File: config.mk
export PLATFORM = sky130hd
export DESIGN_NAME = adc_result_monitor_config
export DESIGN_NICKNAME = d
export VERILOG_FILES = /design/src/adc_result_monitor_config.v /design/src/result_slot.v
export VERILOG_INCLUDE_DIRS = /design/src /design/src/include
export SDC_FILE = /design/constraint.sdc
export NUM_CORES = 1
export LEC_CHECK = 0
export ABC_AREA = 1
export BUFFER_PORTS_ARGS = -buffer_cell sky130_fd_sc_hd__buf_4
export CAP_MARGIN = 10
export CORE_MARGIN = 2
export CORE_UTILIZATION = 40
export CTS_BUF_LIST = sky130_fd_sc_hd__clkbuf_4 sky130_fd_sc_hd__clkbuf_8
export DETAILED_ROUTE_END_ITERATION = 8
export GPL_TIMING_DRIVEN = 0
export PLACE_DENSITY = 0.59
export SYNTH_ARGS = -nofsm -noshare
export SYNTH_HDL_FRONTEND = slang
export SYNTH_SLANG_ARGS = --single-unit
File: constraint.sdc
create_clock -name core_clk -period 1.55 [get_ports core_clk]
set_input_delay 0.31 -clock core_clk [delete_from_list [all_inputs] [get_ports core_clk]]
set_output_delay 0.31 -clock core_clk [all_outputs]
set_load 0.02 [all_outputs]
File: src/include/adc_monitor_defs.vh
// Offsets, field positions, reset values and sizes for the converter result monitor block
`ifndef ADC_MONITOR_DEFS_VH
`define ADC_MONITOR_DEFS_VH

////////////////////////////////////////////////////////////////////////////////
// Register byte addresses
`define ADDR_W 8
`define OFS_MONITOR0_CONTROL 8'h00
`define OFS_MONITOR1_CONTROL 8'h04
`define OFS_RESULT_BASE 8'h08
`define RESULT_WORD_BASE 6'h02

////////////////////////////////////////////////////////////////////////////////
// Control register fields
`define MON_ENABLE_BIT 0
`define MON_TARGET_LSB 1
`define MON_TARGET_MSB 4
`define MON_DIRECTION_BIT 5
`define MON_SPARE_BIT 7
`define MON0_CTRL_MASK 8'hBF
`define MON1_CTRL_MASK 8'h3F
`define MON_CTRL_RESET 8'h00

////////////////////////////////////////////////////////////////////////////////
// Result register fields
`define RES_VALUE_LSB 6
`define RES_VALUE_MSB 15
`define RES_OVERRUN_BIT 1
`define RES_STORED_BIT 0
`define RES_VALUE_RESET 10'h000

////////////////////////////////////////////////////////////////////////////////
// Sizes
`define NUM_NORMAL_RESULTS 8
`define NUM_RESULTS 9
`define TOP_PRIORITY_INDEX 4'h8
`define NUM_MONITORS 2
`define RESULT_BITS 10

`endif

File: src/adc_result_monitor_config.v
// Two result monitors with their control registers and the nine result registers
//
// What this block does
// RULE1: Monitor zero enable bit 0 gates comparison
// RULE2: Monitor one enable bit 0 gates comparison
// RULE3: Monitor zero bit 5: below or above
// RULE4: Monitor one bit 5: below or above
// RULE5: Monitor zero target: 0-7 normal, 1xxx top
// RULE6: Monitor one target decoded the same way
// RULE7: Result in bits 15-6, stored flag bit 0
// RULE8: Overrun bit 1 on unread overwrite, read-cleared
// RULE9: New stored target result compared, interrupt raised
`timescale 1ns/100ps

`include "adc_monitor_defs.vh"

module adc_result_monitor_config #(
  parameter RES_W = `RESULT_BITS,
  parameter NRES = `NUM_RESULTS
) (
  core_clk,
  nrst,
  reg_addr,
  reg_wdata,
  reg_wr,
  reg_rd,
  reg_rdata,
  res_store,
  res_index,
  res_value,
  cmp0_value,
  cmp1_value,
  monitor0_irq,
  monitor1_irq
);
  input wire core_clk;
  input wire nrst;
  input wire [`ADDR_W-1:0] reg_addr;
  input wire [31:0] reg_wdata;
  input wire reg_wr;
  input wire reg_rd;
  output reg [31:0] reg_rdata;
  input wire res_store;
  input wire [3:0] res_index;
  input wire [RES_W-1:0] res_value;
  input wire [RES_W-1:0] cmp0_value;
  input wire [RES_W-1:0] cmp1_value;
  output reg monitor0_irq;
  output reg monitor1_irq;

  ////////////////////////////////////////////////////////////////////////////////
  // Control registers
  reg [7:0] monitor0_control_r;
  reg [7:0] monitor1_control_r;
  wire sel_mon0;
  wire sel_mon1;
  wire wr_mon0;
  wire wr_mon1;

  // Full-address match, so misaligned or aliased offsets reach nothing
  assign sel_mon0 = (reg_addr == `OFS_MONITOR0_CONTROL);
  assign sel_mon1 = (reg_addr == `OFS_MONITOR1_CONTROL);
  assign wr_mon0 = reg_wr && sel_mon0;
  assign wr_mon1 = reg_wr && sel_mon1;

  reg [7:0] monitor0_control_nxt;
  reg [7:0] monitor1_control_nxt;

  // Bit 6 of monitor zero and bits 7-6 of monitor one never store anything,
  // so masking on the way in keeps readback and comparison in step
  always @* begin
    monitor0_control_nxt = monitor0_control_r;
    monitor1_control_nxt = monitor1_control_r;
    if (wr_mon0) begin
      monitor0_control_nxt = reg_wdata[7:0] & `MON0_CTRL_MASK; // [RULE1] [RULE3] [RULE5]
    end
    if (wr_mon1) begin
      monitor1_control_nxt = reg_wdata[7:0] & `MON1_CTRL_MASK; // [RULE2] [RULE4] [RULE6]
    end
  end

  always @(posedge core_clk or negedge nrst) begin
    if (!nrst) begin
      monitor0_control_r <= `MON_CTRL_RESET;
      monitor1_control_r <= `MON_CTRL_RESET;
    end else begin
      monitor0_control_r <= monitor0_control_nxt;
      monitor1_control_r <= monitor1_control_nxt;
    end
  end

  wire monitor0_enable;
  wire monitor1_enable;
  wire monitor0_direction;
  wire monitor1_direction;
  wire [3:0] monitor0_target_select;
  wire [3:0] monitor1_target_select;

  assign monitor0_enable = monitor0_control_r[`MON_ENABLE_BIT];
  assign monitor1_enable = monitor1_control_r[`MON_ENABLE_BIT];
  assign monitor0_direction = monitor0_control_r[`MON_DIRECTION_BIT];
  assign monitor1_direction = monitor1_control_r[`MON_DIRECTION_BIT];
  assign monitor0_target_select = monitor0_control_r[`MON_TARGET_MSB:`MON_TARGET_LSB];
  assign monitor1_target_select = monitor1_control_r[`MON_TARGET_MSB:`MON_TARGET_LSB];

  ////////////////////////////////////////////////////////////////////////////////
  // Result registers: index 0-7 normal, index 8 top priority
  // Only aligned offsets decode; writes here are ignored, the words are read-only
  wire [5:0] word_idx;
  wire [5:0] slot_sel;
  wire is_result;
  wire [NRES*32-1:0] slot_words;

  assign word_idx = reg_addr[`ADDR_W-1:2];
  assign slot_sel = word_idx - `RESULT_WORD_BASE;
  assign is_result = (reg_addr[1:0] == 2'h0) && (word_idx >= `RESULT_WORD_BASE)
                     && (slot_sel < NRES);

  genvar gi;
  generate
    for (gi = 0; gi < NRES; gi = gi + 1) begin : g_slot
      wire slot_store;
      wire slot_rd;
      assign slot_store = res_store && (res_index == gi);
      // A read of the word with no store to it in the same cycle clears both flags, as software sees them together
      assign slot_rd = reg_rd && is_result && (slot_sel == gi);
      result_slot #(
        .RES_W(RES_W)
      ) result_slot_inst (
        .core_clk(core_clk),
        .nrst(nrst),
        .store(slot_store),
        .value_in(res_value),
        .rd_clr(slot_rd),
        .word(slot_words[gi*32 +: 32])
      );
    end
  endgenerate

  ////////////////////////////////////////////////////////////////////////////////
  // Target decode: any code with bit 3 set means the top-priority register
  // Codes 1001 to 1111 alias it too, so no code leaves a monitor without a target
  function [3:0] target_index;
    input [3:0] sel;
    begin
      if (sel[3]) begin
        target_index = `TOP_PRIORITY_INDEX;
      end else begin
        target_index = {1'b0, sel[2:0]};
      end
    end
  endfunction

  wire [3:0] mon0_target;
  wire [3:0] mon1_target;
  assign mon0_target = target_index(monitor0_target_select); // [RULE5]
  assign mon1_target = target_index(monitor1_target_select); // [RULE6]

  ////////////////////////////////////////////////////////////////////////////////
  // Comparison on the result being stored this cycle; equal values never fire
  wire [`NUM_MONITORS-1:0] mon_enable;
  wire [`NUM_MONITORS-1:0] mon_direction;
  wire [`NUM_MONITORS*4-1:0] mon_target;
  wire [`NUM_MONITORS*RES_W-1:0] mon_cmp;
  wire [`NUM_MONITORS-1:0] mon_hit;

  assign mon_enable = {monitor1_enable, monitor0_enable}; // [RULE1] [RULE2]
  assign mon_direction = {monitor1_direction, monitor0_direction}; // [RULE3] [RULE4]
  assign mon_target = {mon1_target, mon0_target}; // [RULE5] [RULE6]
  assign mon_cmp = {cmp1_value, cmp0_value};

  // The compare looks at the incoming value, not the stored word, so the
  // interrupt follows the store by exactly one cycle
  genvar gm;
  generate
    for (gm = 0; gm < `NUM_MONITORS; gm = gm + 1) begin : g_mon
      wire [RES_W-1:0] limit;
      wire cond;
      assign limit = mon_cmp[gm*RES_W +: RES_W];
      assign cond = mon_direction[gm] ? (res_value > limit) : (res_value < limit); // [RULE3] [RULE4]
      assign mon_hit[gm] = mon_enable[gm] && res_store && (res_index == mon_target[gm*4 +: 4]) && cond; // [RULE9]
    end
  endgenerate

  // Registered so the interrupt pins never glitch while the compare settles
  always @(posedge core_clk or negedge nrst) begin
    if (!nrst) begin
      monitor0_irq <= 1'b0;
      monitor1_irq <= 1'b0;
    end else begin
      monitor0_irq <= mon_hit[0]; // [RULE9]
      monitor1_irq <= mon_hit[1]; // [RULE9]
    end
  end

  ////////////////////////////////////////////////////////////////////////////////
  // Read data, one cycle after the strobe; unmapped addresses read zero
  // Zero outside the read cycle, so several slaves can share one OR-ed bus
  reg [31:0] rdata_nxt;
  wire [3:0] rd_slot;

  assign rd_slot = slot_sel[3:0];

  always @* begin
    rdata_nxt = 32'h00000000;
    if (sel_mon0) begin
      rdata_nxt = {24'h000000, monitor0_control_r};
    end else if (sel_mon1) begin
      rdata_nxt = {24'h000000, monitor1_control_r};
    end else if (is_result) begin
      rdata_nxt = slot_words[rd_slot*32 +: 32];
    end
  end

  always @(posedge core_clk or negedge nrst) begin
    if (!nrst) begin
      reg_rdata <= 32'h00000000;
    end else if (reg_rd) begin
      reg_rdata <= rdata_nxt;
    end else begin
      reg_rdata <= 32'h00000000;
    end
  end

endmodule

File: src/result_slot.v
// One conversion result register with stored and overrun flags
`timescale 1ns/100ps

`include "adc_monitor_defs.vh"

module result_slot #(
  parameter RES_W = `RESULT_BITS
) (
  core_clk,
  nrst,
  store,
  value_in,
  rd_clr,
  word
);
  input wire core_clk;
  input wire nrst;
  input wire store;
  input wire [RES_W-1:0] value_in;
  input wire rd_clr;
  output wire [31:0] word;

  reg [RES_W-1:0] value_r;
  reg stored_r;
  reg overrun_r;

  ////////////////////////////////////////////////////////////////////////////////
  // A store in the same cycle as a read wins for the stored flag, so no result goes unflagged
  always @(posedge core_clk or negedge nrst) begin
    if (!nrst) begin
      value_r <= `RES_VALUE_RESET;
      stored_r <= 1'b0;
      overrun_r <= 1'b0;
    end else begin
      if (store) begin
        value_r <= value_in; // [RULE7]
      end
      if (store) begin
        stored_r <= 1'b1; // [RULE7]
      end else if (rd_clr) begin
        stored_r <= 1'b0; // [RULE7]
      end
      if (store && stored_r && !rd_clr) begin
        overrun_r <= 1'b1; // [RULE8]
      end else if (rd_clr) begin
        overrun_r <= 1'b0; // [RULE8]
      end
    end
  end

  assign word = {16'h0000, value_r, 4'h0, overrun_r, stored_r}; // [RULE7] [RULE8]

endmodule
# Yosys cells after proc, flatten, opt, wreduce, memory -nomap -nowiden
# Index checks and enable logic that the tools add are counted.
[op_classes]
n_eq_ne = 19
n_shift = 1
n_mux = 35
add_sub_neg = 1
n_reduce_logical = 78
order_cmp = 6
[ops]
columns = ["op", "n"]
rows = [
  ["$shiftx A288 B10 Y32", 1],
  ["$mux W32", 4],
  ["$logic_and A1 B1 Y1", 47],
  ["$reduce_bool A2 Y1", 18],
  ["$mux W1", 29],
  ["$eq A6 B3 Y1 const B", 4],
  ["$gt A10 B10 Y1", 2],
  ["$lt A10 B10 Y1", 2],
  ["$eq A4 B3 Y1 const B", 4],
  ["$eq A6 B2 Y1 const B", 2],
  ["$logic_not A1 Y1", 9],
  ["$eq A4 B2 Y1 const B", 2],
  ["$eq A4 B4 Y1", 2],
  ["$eq A8 B3 Y1 const B", 1],
  ["$logic_not A8 Y1", 1],
  ["$mux W4", 2],
  ["$eq A6 B1 Y1 const B", 1],
  ["$eq A6 B4 Y1 const B", 1],
  ["$ge A6 B2 Y1 const B", 1],
  ["$logic_not A6 Y1", 1],
  ["$lt A6 B4 Y1 const B", 1],
  ["$sub A6 B2 Y6 const B", 1],
  ["$eq A4 B1 Y1 const B", 1],
  ["$eq A4 B4 Y1 const B", 1],
  ["2 further kinds", 2],
]
[word_totals]
register_bits = 155

# Logic depth before layout (Yosys ltp)
# Gate-level depths: netlist (run 1).
[logic_depth]
word_depth = 8
depth_mapped = 14
mapped_depth_nobuf = 12

# By module
# Synthesis (run 1) repeated with hierarchy kept, for this count alone.
[hier_totals]
cells_unflattened = 1532
area_unflattened_um2 = 10716.5
[by_module_without_submodules]
columns = ["mod", "instances", "area_each_um2", "cells_per_inst"]
rows = [
  ["result_slot", 9, 628.1, 74],
  ["adc_result_monitor_config", 1, 5063.6, 866],
]

# Least setup slack after synthesis (run 1)
# No wires, ideal clock.
[synth_path]
path_kind = "input-to-reg"
from = "input reg_addr[3]"
to = "register g_slot[4].result_slot_inst.stored_r"
arrival_time_ps = 1572
required_ps = 1424
setup_slack_ps = -149
path_stages = 11
setup_ps = 126
path_cell_list = "inv_1 > buf_4 > ha_1 > nand3_1 > nand2_1 > nand3_1 > nor2_2 > buf_4 > nand4_1 > nand2_1 > nand2_1"
[synth_between]
elab_chain_cells = 6
word_cells_on_any_way = 9
[synth_rtl]
columns = ["item", "line", "text"]
rows = [
  ["start, declared", "adc_result_monitor_config.v:38", "input wire [`ADDR_W-1:0] reg_addr;"],
  ["$sub A6 B2 Y6 (no line) / $ge A6 B2 Y1 (equally long branches)", "--", ""],
  ["$lt A6 B4 Y1 / $logic_and A1 B1 Y1 (equally long branches)", "adc_result_monitor_config.v:117, adc_result_monitor_config.v:116", ""],
  ["$logic_and A1 B1 Y1", "adc_result_monitor_config.v:116", "assign is_result = (reg_addr[1:0] == 2'h0) && (word_idx >= `RESULT_WORD_BASE)"],
  ["$logic_and A1 B1 Y1", "adc_result_monitor_config.v:126", "assign slot_rd = reg_rd && is_result && (slot_sel == gi);"],
  ["$logic_and A1 B1 Y1 (*)", "adc_result_monitor_config.v:126", ""],
  ["$reduce_bool A2 Y1 (no line) (*)", "--", ""],
  ["end signal, assigned", "result_slot.v:32", "stored_r <= 1'b0;"],
  ["end signal, assigned", "result_slot.v:39", "stored_r <= 1'b1;"],
  ["end signal, assigned", "result_slot.v:41", "stored_r <= 1'b0;"],
  ["end, declared", "result_slot.v:24", "reg stored_r;"],
]
# Mark *: on every way between the ends. The rest lies on a longest branch, timed or not.
# A chain may end at the register's enable or synchronous reset.

# Worst setup path after layout (run 1)
[layout_path]
from = "input reg_addr[3]"
to = "register g_slot[2].result_slot_inst.stored_r"
[layout_between]
elab_chain_cells = 6
word_cells_on_any_way = 9
[layout_rtl]
columns = ["item", "line"]
rows = [
  ["$sub A6 B2 Y6 (no line) / $ge A6 B2 Y1 (equally long branches)", "--"],
  ["$lt A6 B4 Y1 / $logic_and A1 B1 Y1 (equally long branches)", "adc_result_monitor_config.v:117, adc_result_monitor_config.v:116"],
  ["$logic_and A1 B1 Y1", "adc_result_monitor_config.v:116"],
  ["$logic_and A1 B1 Y1", "adc_result_monitor_config.v:126"],
  ["$logic_and A1 B1 Y1 (*)", "adc_result_monitor_config.v:126"],
  ["$reduce_bool A2 Y1 (no line) (*)", "--"],
  ["end signal, assigned", "result_slot.v:32"],
  ["end signal, assigned", "result_slot.v:39"],
  ["end signal, assigned", "result_slot.v:41"],
  ["end, declared", "result_slot.v:24"],
]
# Marked as above.

==> results.toml, run 1 <==
[cells_and_area]
synthToLayoutAreaGrowth_pct = 19.1
nNetsFinal = 1126
drive_gt1_share_pct = 15.6
diodes = 0
fin_cells = 1264

[route]
drc_errors = 0
num_vias = 6081
drt-total-wl_mm = 18.1
vias_per_cell = 4.81
antenna_left = 0
post_drt_wl_per_cell_um = 14.3
dr.pass1.iters = 5
drt_iter0_markers = 514

[synth]
yosys.area_share.xor_xnor_pct = 0.245
synth-main-ff-cell = "dfrtp_1"
avgSynthCellArea_um2 = 7.77
yosysTopAreaCellShare_pct = 48.7
syn_inst = 919
synth_top_family_by_area = "simple AND/OR/NAND/NOR gates"
ys_seq_elements = 139
synth_most_common_cell = "nand2_1"
synth.distinct_cells = 29
synth-simple-area-share_pct = 20.9
yosys-top-cells-area = "dfrtp_1 (49%), nand2_1 (14%), o21ai_0 (12%)"
synth_area_mm2 = 0.00714
seq_area_frac_synth_pct = 48.7
async_flop_share_pct = 100
synth_mux_area_share_pct = 0.158
synth_adder_area_share_pct = 3.68
yosysWarnings = 0
synth-compound-area-share_pct = 15.7
netlist_top_cells_count = "nand2_1 (258), o21ai_0 (174), dfrtp_1 (139)"
synth_enable_flop_cells = 0
yosysTopAreaCell = "dfrtp_1"

[grt]
grt_util_met2_pct = 31.0
grt_usage_pct = 20.6
grt_pass1_wl_mm = 29.8
met3_usage_pct = 4.08
grt_start_max_net_pins = 88
grt-busiest-layer = "met2"
grt_use_met1_pct = 29.8
grt_pass1_vias = 5756
grt_overflow = 0
antenna_found_initial = 0

[cts]
htree_levels = 4
clk_pin_slew_ns = 0.07
cts_tree = "built"
clock_latency_ns = 0.45
cts_made_buffers = 17
cts_sinks = 139
root_buffer = "clkbuf_8"
cts_setup_buffers = 0
cts_buffer_depth = 2

[sta]
tightest_slew_ns = 0.514
final_min_period_over_clock_period_pct = 94.6
setup_viol = 0
finClkSkew_ns = 0.00867
relSlewSlack_pct = 65.7
final_hold_viol_count = 0
rsz0062_at_grt = "yes"
fin_setup_tns_ns = 0
worst_hold_slack_ns = 0.0968
post-route-min-period_ns = 1.47
drv_slew = 0
fmax_mhz = 682

[worst_hold_path]
min_to = "monitor0_control_r[7]"
hold_depth = 2
hp-start = "reg_wdata[7]"
hp-class = "input pin to flop"

[setup_path]
path_common_cell = "nand2_1"
r2r-end = "reg_rdata[7]"
worst-path-stages = 14
r2r_cells = 6
crit_family = "simple AND/OR/NAND/NOR gates"
reg2reg_slack_ns = 0.37
cp_slowest_cell = "ha_4"
critPathMaxStageDelay_ns = 0.17
path_buf_inv = 5
cp.arrival_ns = 1.79
path_max_fanout = 10
start_kind = "input pin"
end_kind = "flop"
worstSetupPathType = "input pin to flop"
worst-endpoint-required_ns = 1.87
timing.rr.start = "g_slot[3].result_slot_inst.value_r[1]"
path_cells = "buf_4 > inv_4 > buf_6 > ha_4 > inv_2 > nand2_2 > nand2_4 > nand2_1 > nand3_1 > nor2_4 > buf_6 > nand3_1 > nand2_1 > nand2_1"

[floorplanning]
dieArea_mm2 = 0.0189
initial_core_util_pct = 41.2
row_count = 48
ios = 113
die_w_um = 138
die_y_um = 138
core_mm2 = 0.0174

[power]
pwr-share-seq_pct = 50.5
leakagePower_nw = 4.42
power.density_mw_per_mm2 = 1050
swShare_pct = 29.4
p_int_mw = 6.31
power_frac_clock_pct = 32.5
p_sw_mw = 2.63
pwr-share-comb_pct = 17.1
irDropWorstVdd_uv = 554

[placed_design]
dp.cells = 1230
io_buffers = 70
dp_hpwl_mm = 13.8
place_congestion = 0.835

[job]
cap_violations = 0

[outcome]
status = "complete, no violations"
## cell usage in the layout (no fill, tap or decap), types with 2 or more instances in the layout
cell type and instances:
a21oi_1 24, buf_2 9, buf_4 88, buf_6 4, clkbuf_1 22, clkbuf_4 5
clkbuf_8 21, clkinv_1 2, clkinv_4 2, clkinvlp_4 3, conb_1 16, dfrtp_1 139
ha_1 20, inv_1 115, inv_2 3, nand2_1 256, nand2_2 5, nand2_4 2
nand3_1 33, nand4_1 11, nor2_1 50, nor2_4 4, o211ai_1 3, o21a_1 6
o21ai_0 174, o21ai_2 6, xnor2_1 2
## power by group through the flow
stage	registers [mW]	clock network, mW	logic (mW)
after CTS	4.50	2.96	1.52
after floorplan	4.48	0	1.03
after global routing	4.58	3.12	1.79
final	4.51	2.90	1.52
after detailed placement	4.56	0	1.52
after global placement	4.56	0	1.47
## state kept, by name, summed over array words and instances (netlist names)
register	cells
g_slot.result_slot_inst.value_r	90
reg_rdata	16
g_slot.result_slot_inst.overrun_r	9
g_slot.result_slot_inst.stored_r	9
monitor0_control_r	7
monitor1_control_r	6
monitor0_irq	1
monitor1_irq	1
## through the flow
| step | instance area [um^2] | setup slack (ns) | total power [mW] | util (%) |
|---|---|---|---|---|
| 4_1_cts | 8480 | -0.0199 | 8.99 | 48.8 |
| 3_5_place_dp | 8070 | -0.504 | 6.08 | 46.5 |
| 6_report | 8510 | 0.0845 | 8.94 | 49.0 |
| 2_1_floorplan | 7230 | 0.000508 | 5.51 | - |
| 5_1_grt | 8510 | -0.0291 | 9.49 | 49.0 |
| 3_3_place_gp | 8040 | -0.498 | 6.03 | 46.3 |
## routing by layer
metal  up-vias  share of wire, %
li1       3105                 -
met1      2801                48
met2       155                45
met3        20               5.5
met4         0               1.6
met5         -                 0
## area by class of cell
class | instances | area, um^2
sequential | 139 | 3480
fill | 1755 | 8850
inverter | 121 | 457
clock inverter | 8 | 83.8
clock buffer | 24 | 312
multi-input combinational | 619 | 3010
timing repair buffer | 73 | 574
tap | 225 | 282
buffer | 55 | 315
## what timing repair did
| action | 4_1_cts | 5_1_grt |
|---|---|---|
| cloned | 0 | 1 |
| gates resized for setup | 0 | 7 |
| hold buffers | 1 | 0 |
| endpoints found under the hold margin | 52 | 0 |
| endpoints found under the setup margin | 2 | 20 |
| pin swaps | 0 | 1 |
## cells by family (layout without fill, tap and decap cells)
logic type,count (synthesis),in the layout
flops,139,139
simple gates,365,365
compound gates,214,214
fa+ha+maj,21,21
mux,1,1
xor+xnor,2,2
buf+inv,176,281
other cells,1,16
## worst max-delay path by stage
stage | startpoint | endpoint | slack (ns)
final | reg_addr[3] | g_slot[2].result_slot_inst.stored_r | 0.08
after global routing | reg_addr[3] | g_slot[2].result_slot_inst.stored_r | -0.03
after CTS | reg_addr[3] | g_slot[4].result_slot_inst.stored_r | -0.02
after detailed placement | reg_addr[3] | g_slot[4].result_slot_inst.stored_r | -0.50
after global placement | reg_addr[3] | g_slot[4].result_slot_inst.stored_r | -0.50
after floorplan | reg_addr[3] | g_slot[0].result_slot_inst.overrun_r | 0.0005
(Power assumes the default switching activity.)
==> inputs of run 2 (changes only) <==
Settings changed: PLACE_DENSITY 0.59 to 0.64.
==> run 2 against run 1 <==
Total power grew 4.0%. Global-route usage decreased by 0.72 points. First-iteration DRC count shrank 4.5%. Critical endpoint is now g_slot[4].result_slot_inst.stored_r. Largest power group unchanged.
==> results.toml, run 2 (synthesis gave the netlist of run 1 again) <==
[cells_and_area]
layout_common_cells = "nand2_1 (256), o21ai_0 (174), dfrtp_1 (139)"
largest_register_ff_count = 90
reg_top3 = "g_slot.result_slot_inst.value_r: 90 flops, reg_rdata: 16 flops"
layout_commonest_cell = "nand2_1"
largest-register = "g_slot.result_slot_inst.value_r"
synthToLayoutAreaGrowth_pct = 19.6
nNetsFinal = 1125
stdcell_area_mm2 = 0.00854
diodes = 0
drive_gt1_share_pct = 15.4

[setup_path]
path_common_cell = "nand2_1"
r2r_cells = 6
worstSetupPathType = "input pin to flop"
worstSetupEndpoint = "g_slot[4].result_slot_inst.stored_r"
cp.arrival_ns = 1.77
r2r-end = "reg_rdata[0]"
worst-endpoint-required_ns = 1.88
end_kind = "flop"
timing.rr.start = "g_slot[2].result_slot_inst.stored_r"
cp_slowest_cell = "clkbuf_4"
critPathMaxStageDelay_ns = 0.26
start_kind = "input pin"
path_cells = "buf_4 > inv_4 > buf_6 > ha_4 > inv_2 > nand2_2 > nand2_4 > nor2_4 > clkbuf_4 > nand4_1 > nand2_1 > nand2_1"
reg2reg_slack_ns = 0.31
path_max_fanout = 10
setup.worst_path.start = "reg_addr[3]"

[placed_design]
place_area_mm2 = 0.00807
io_buffers = 70
dp_hpwl_mm = 13.7
place_congestion = 0.855

[worst_hold_path]
hold_depth = 2
hp-start = "reg_wdata[7]"
hp-class = "input pin to flop"

[floorplanning]
row_count = 48
ios = 113
die_y_um = 138
core_mm2 = 0.0174
initial_core_util_pct = 41.2
dieArea_mm2 = 0.0189
die_w_um = 138

[grt]
grt_pass1_vias = 5707
grt_usage_pct = 19.9
antenna_found_initial = 0
grt_overflow = 0
grt_pass1_wl_mm = 28.8
grt_start_max_net_pins = 75

[power]
leakagePower_nw = 4.44
irDropWorstVdd_uv = 603
power.density_mw_per_mm2 = 1090

[sta]
final_hold_viol_count = 0
worst_hold_slack_ns = 0.0740
relSlewSlack_pct = 57.9
tightest_slew_ns = 0.632
post-route-min-period_ns = 1.44
setup_viol = 0
final_min_period_over_clock_period_pct = 92.9
fmax_mhz = 694
finClkSkew_ns = 0.00986
rsz0062_at_grt = "no"
drv_slew = 0

[route]
vias_per_cell = 4.85
dr.pass1.iters = 5
drc_errors = 0
post_drt_wl_per_cell_um = 14.2
num_vias = 6123
drt-total-wl_mm = 17.9
drt_iter0_markers = 491
antenna_left = 0

[cts]
clock_latency_ns = 0.46
clk_pin_slew_ns = 0.08
htree_levels = 4
root_buffer = "clkbuf_8"
cts_tree = "built"
cts_sinks = 139
cts_buffer_depth = 2
cts_made_buffers = 17

[job]
cap_violations = 0

[outcome]
status = "complete, no violations"
run 2: changes by cell type in the layout (fill, tap and decap cells not counted):
| cell | before | now |
|---|---|---|
| bufinv_16 | 1 | 4 |
| clkbuf_4 | 5 | 3 |
| clkinv_2 | 1 | 3 |
| buf_4 | 88 | 87 |
| clkinv_4 | 2 | 1 |
| clkinvlp_4 | 3 | 2 |
| clkbuf_8 | 21 | 19 |
run 2: metal layers:
layer / vias up / wire length (um) / share of wire, % / global-route usage, %
li1: 3103 / - / - / -
met2: 146 / 8250 / 46 / 30.7
met1: 2857 / 8490 / 47 / 28.2
met5: - / 0 / 0 / 0
met3: 17 / 940 / 5.2 / 3.86
met4: 0 / 228 / 1.3 / 6.36
run 2: what timing repair did:
item / in CTS / in global routing
hold buffers: 1 / 0
endpoints found under the setup margin: 0 / 20
setup buffers: 0 / 0
endpoints found under the hold margin: 65 / 0
resized for setup: 0 / 6
run 2: how the worst min path moves through the flow:
stage | slack (ns) | endpoint
4_1_cts | 0.06 | monitor0_control_r[7]
5_1_grt | 0.08 | monitor0_control_r[7]
3_3_place_gp | 0.46 | g_slot[6].result_slot_inst.stored_r
2_1_floorplan | 0.01 | g_slot[0].result_slot_inst.overrun_r
3_5_place_dp | 0.35 | g_slot[8].result_slot_inst.value_r[8]
6_report | 0.07 | monitor0_control_r[7]
run 2: per-stage QoR:
| stage | cells | total power, mW | setup TNS [ns] | utilization (%) | worst slack, ns |
|---|---|---|---|---|---|
| floorplan | 934 | 5.51 | 0 | - | 0.000508 |
| global placement | 1229 | 6.02 | -71.59 | 46.3 | -0.479 |
| detailed placement | 1230 | 6.08 | -12.65 | 46.5 | -0.492 |
| CTS | 1262 | 9.33 | 0 | 49.1 | 0.000946 |
| global route | 1262 | 9.81 | 0 | 49.2 | 0.00689 |
| finish | 1262 | 9.29 | 0 | 49.2 | 0.110 |
run 2: area by class of cell:
class                           instances  area [um^2]
Clock inverter                         11          168
Timing Repair Buffer                   72          567
Sequential cell                       139         3480
Fill cell                            1722         8810
Clock buffer                           20          269
Tap cell                              225          282
Multi-Input combinational cell        619         3010
Inverter                              121          457
Buffer                                 55          315
run 2: report_power, final:
group / leakage [nW] / switching (mW) / internal (mW)
Sequential: 1.75 / 0.323 / 4.20
Clock: 0.218 / 1.41 / 1.84
Combinational: 2.46 / 0.914 / 0.611
Total: 4.44 / 2.64 / 6.65
run 2: worst max-delay path: cells and delay by family:
family                   cells  cell delay (ns)
AND/OR/NAND/NOR              6             0.68
buffers and inverters        5             0.61
adder cells (fa/ha/maj)      1             0.16
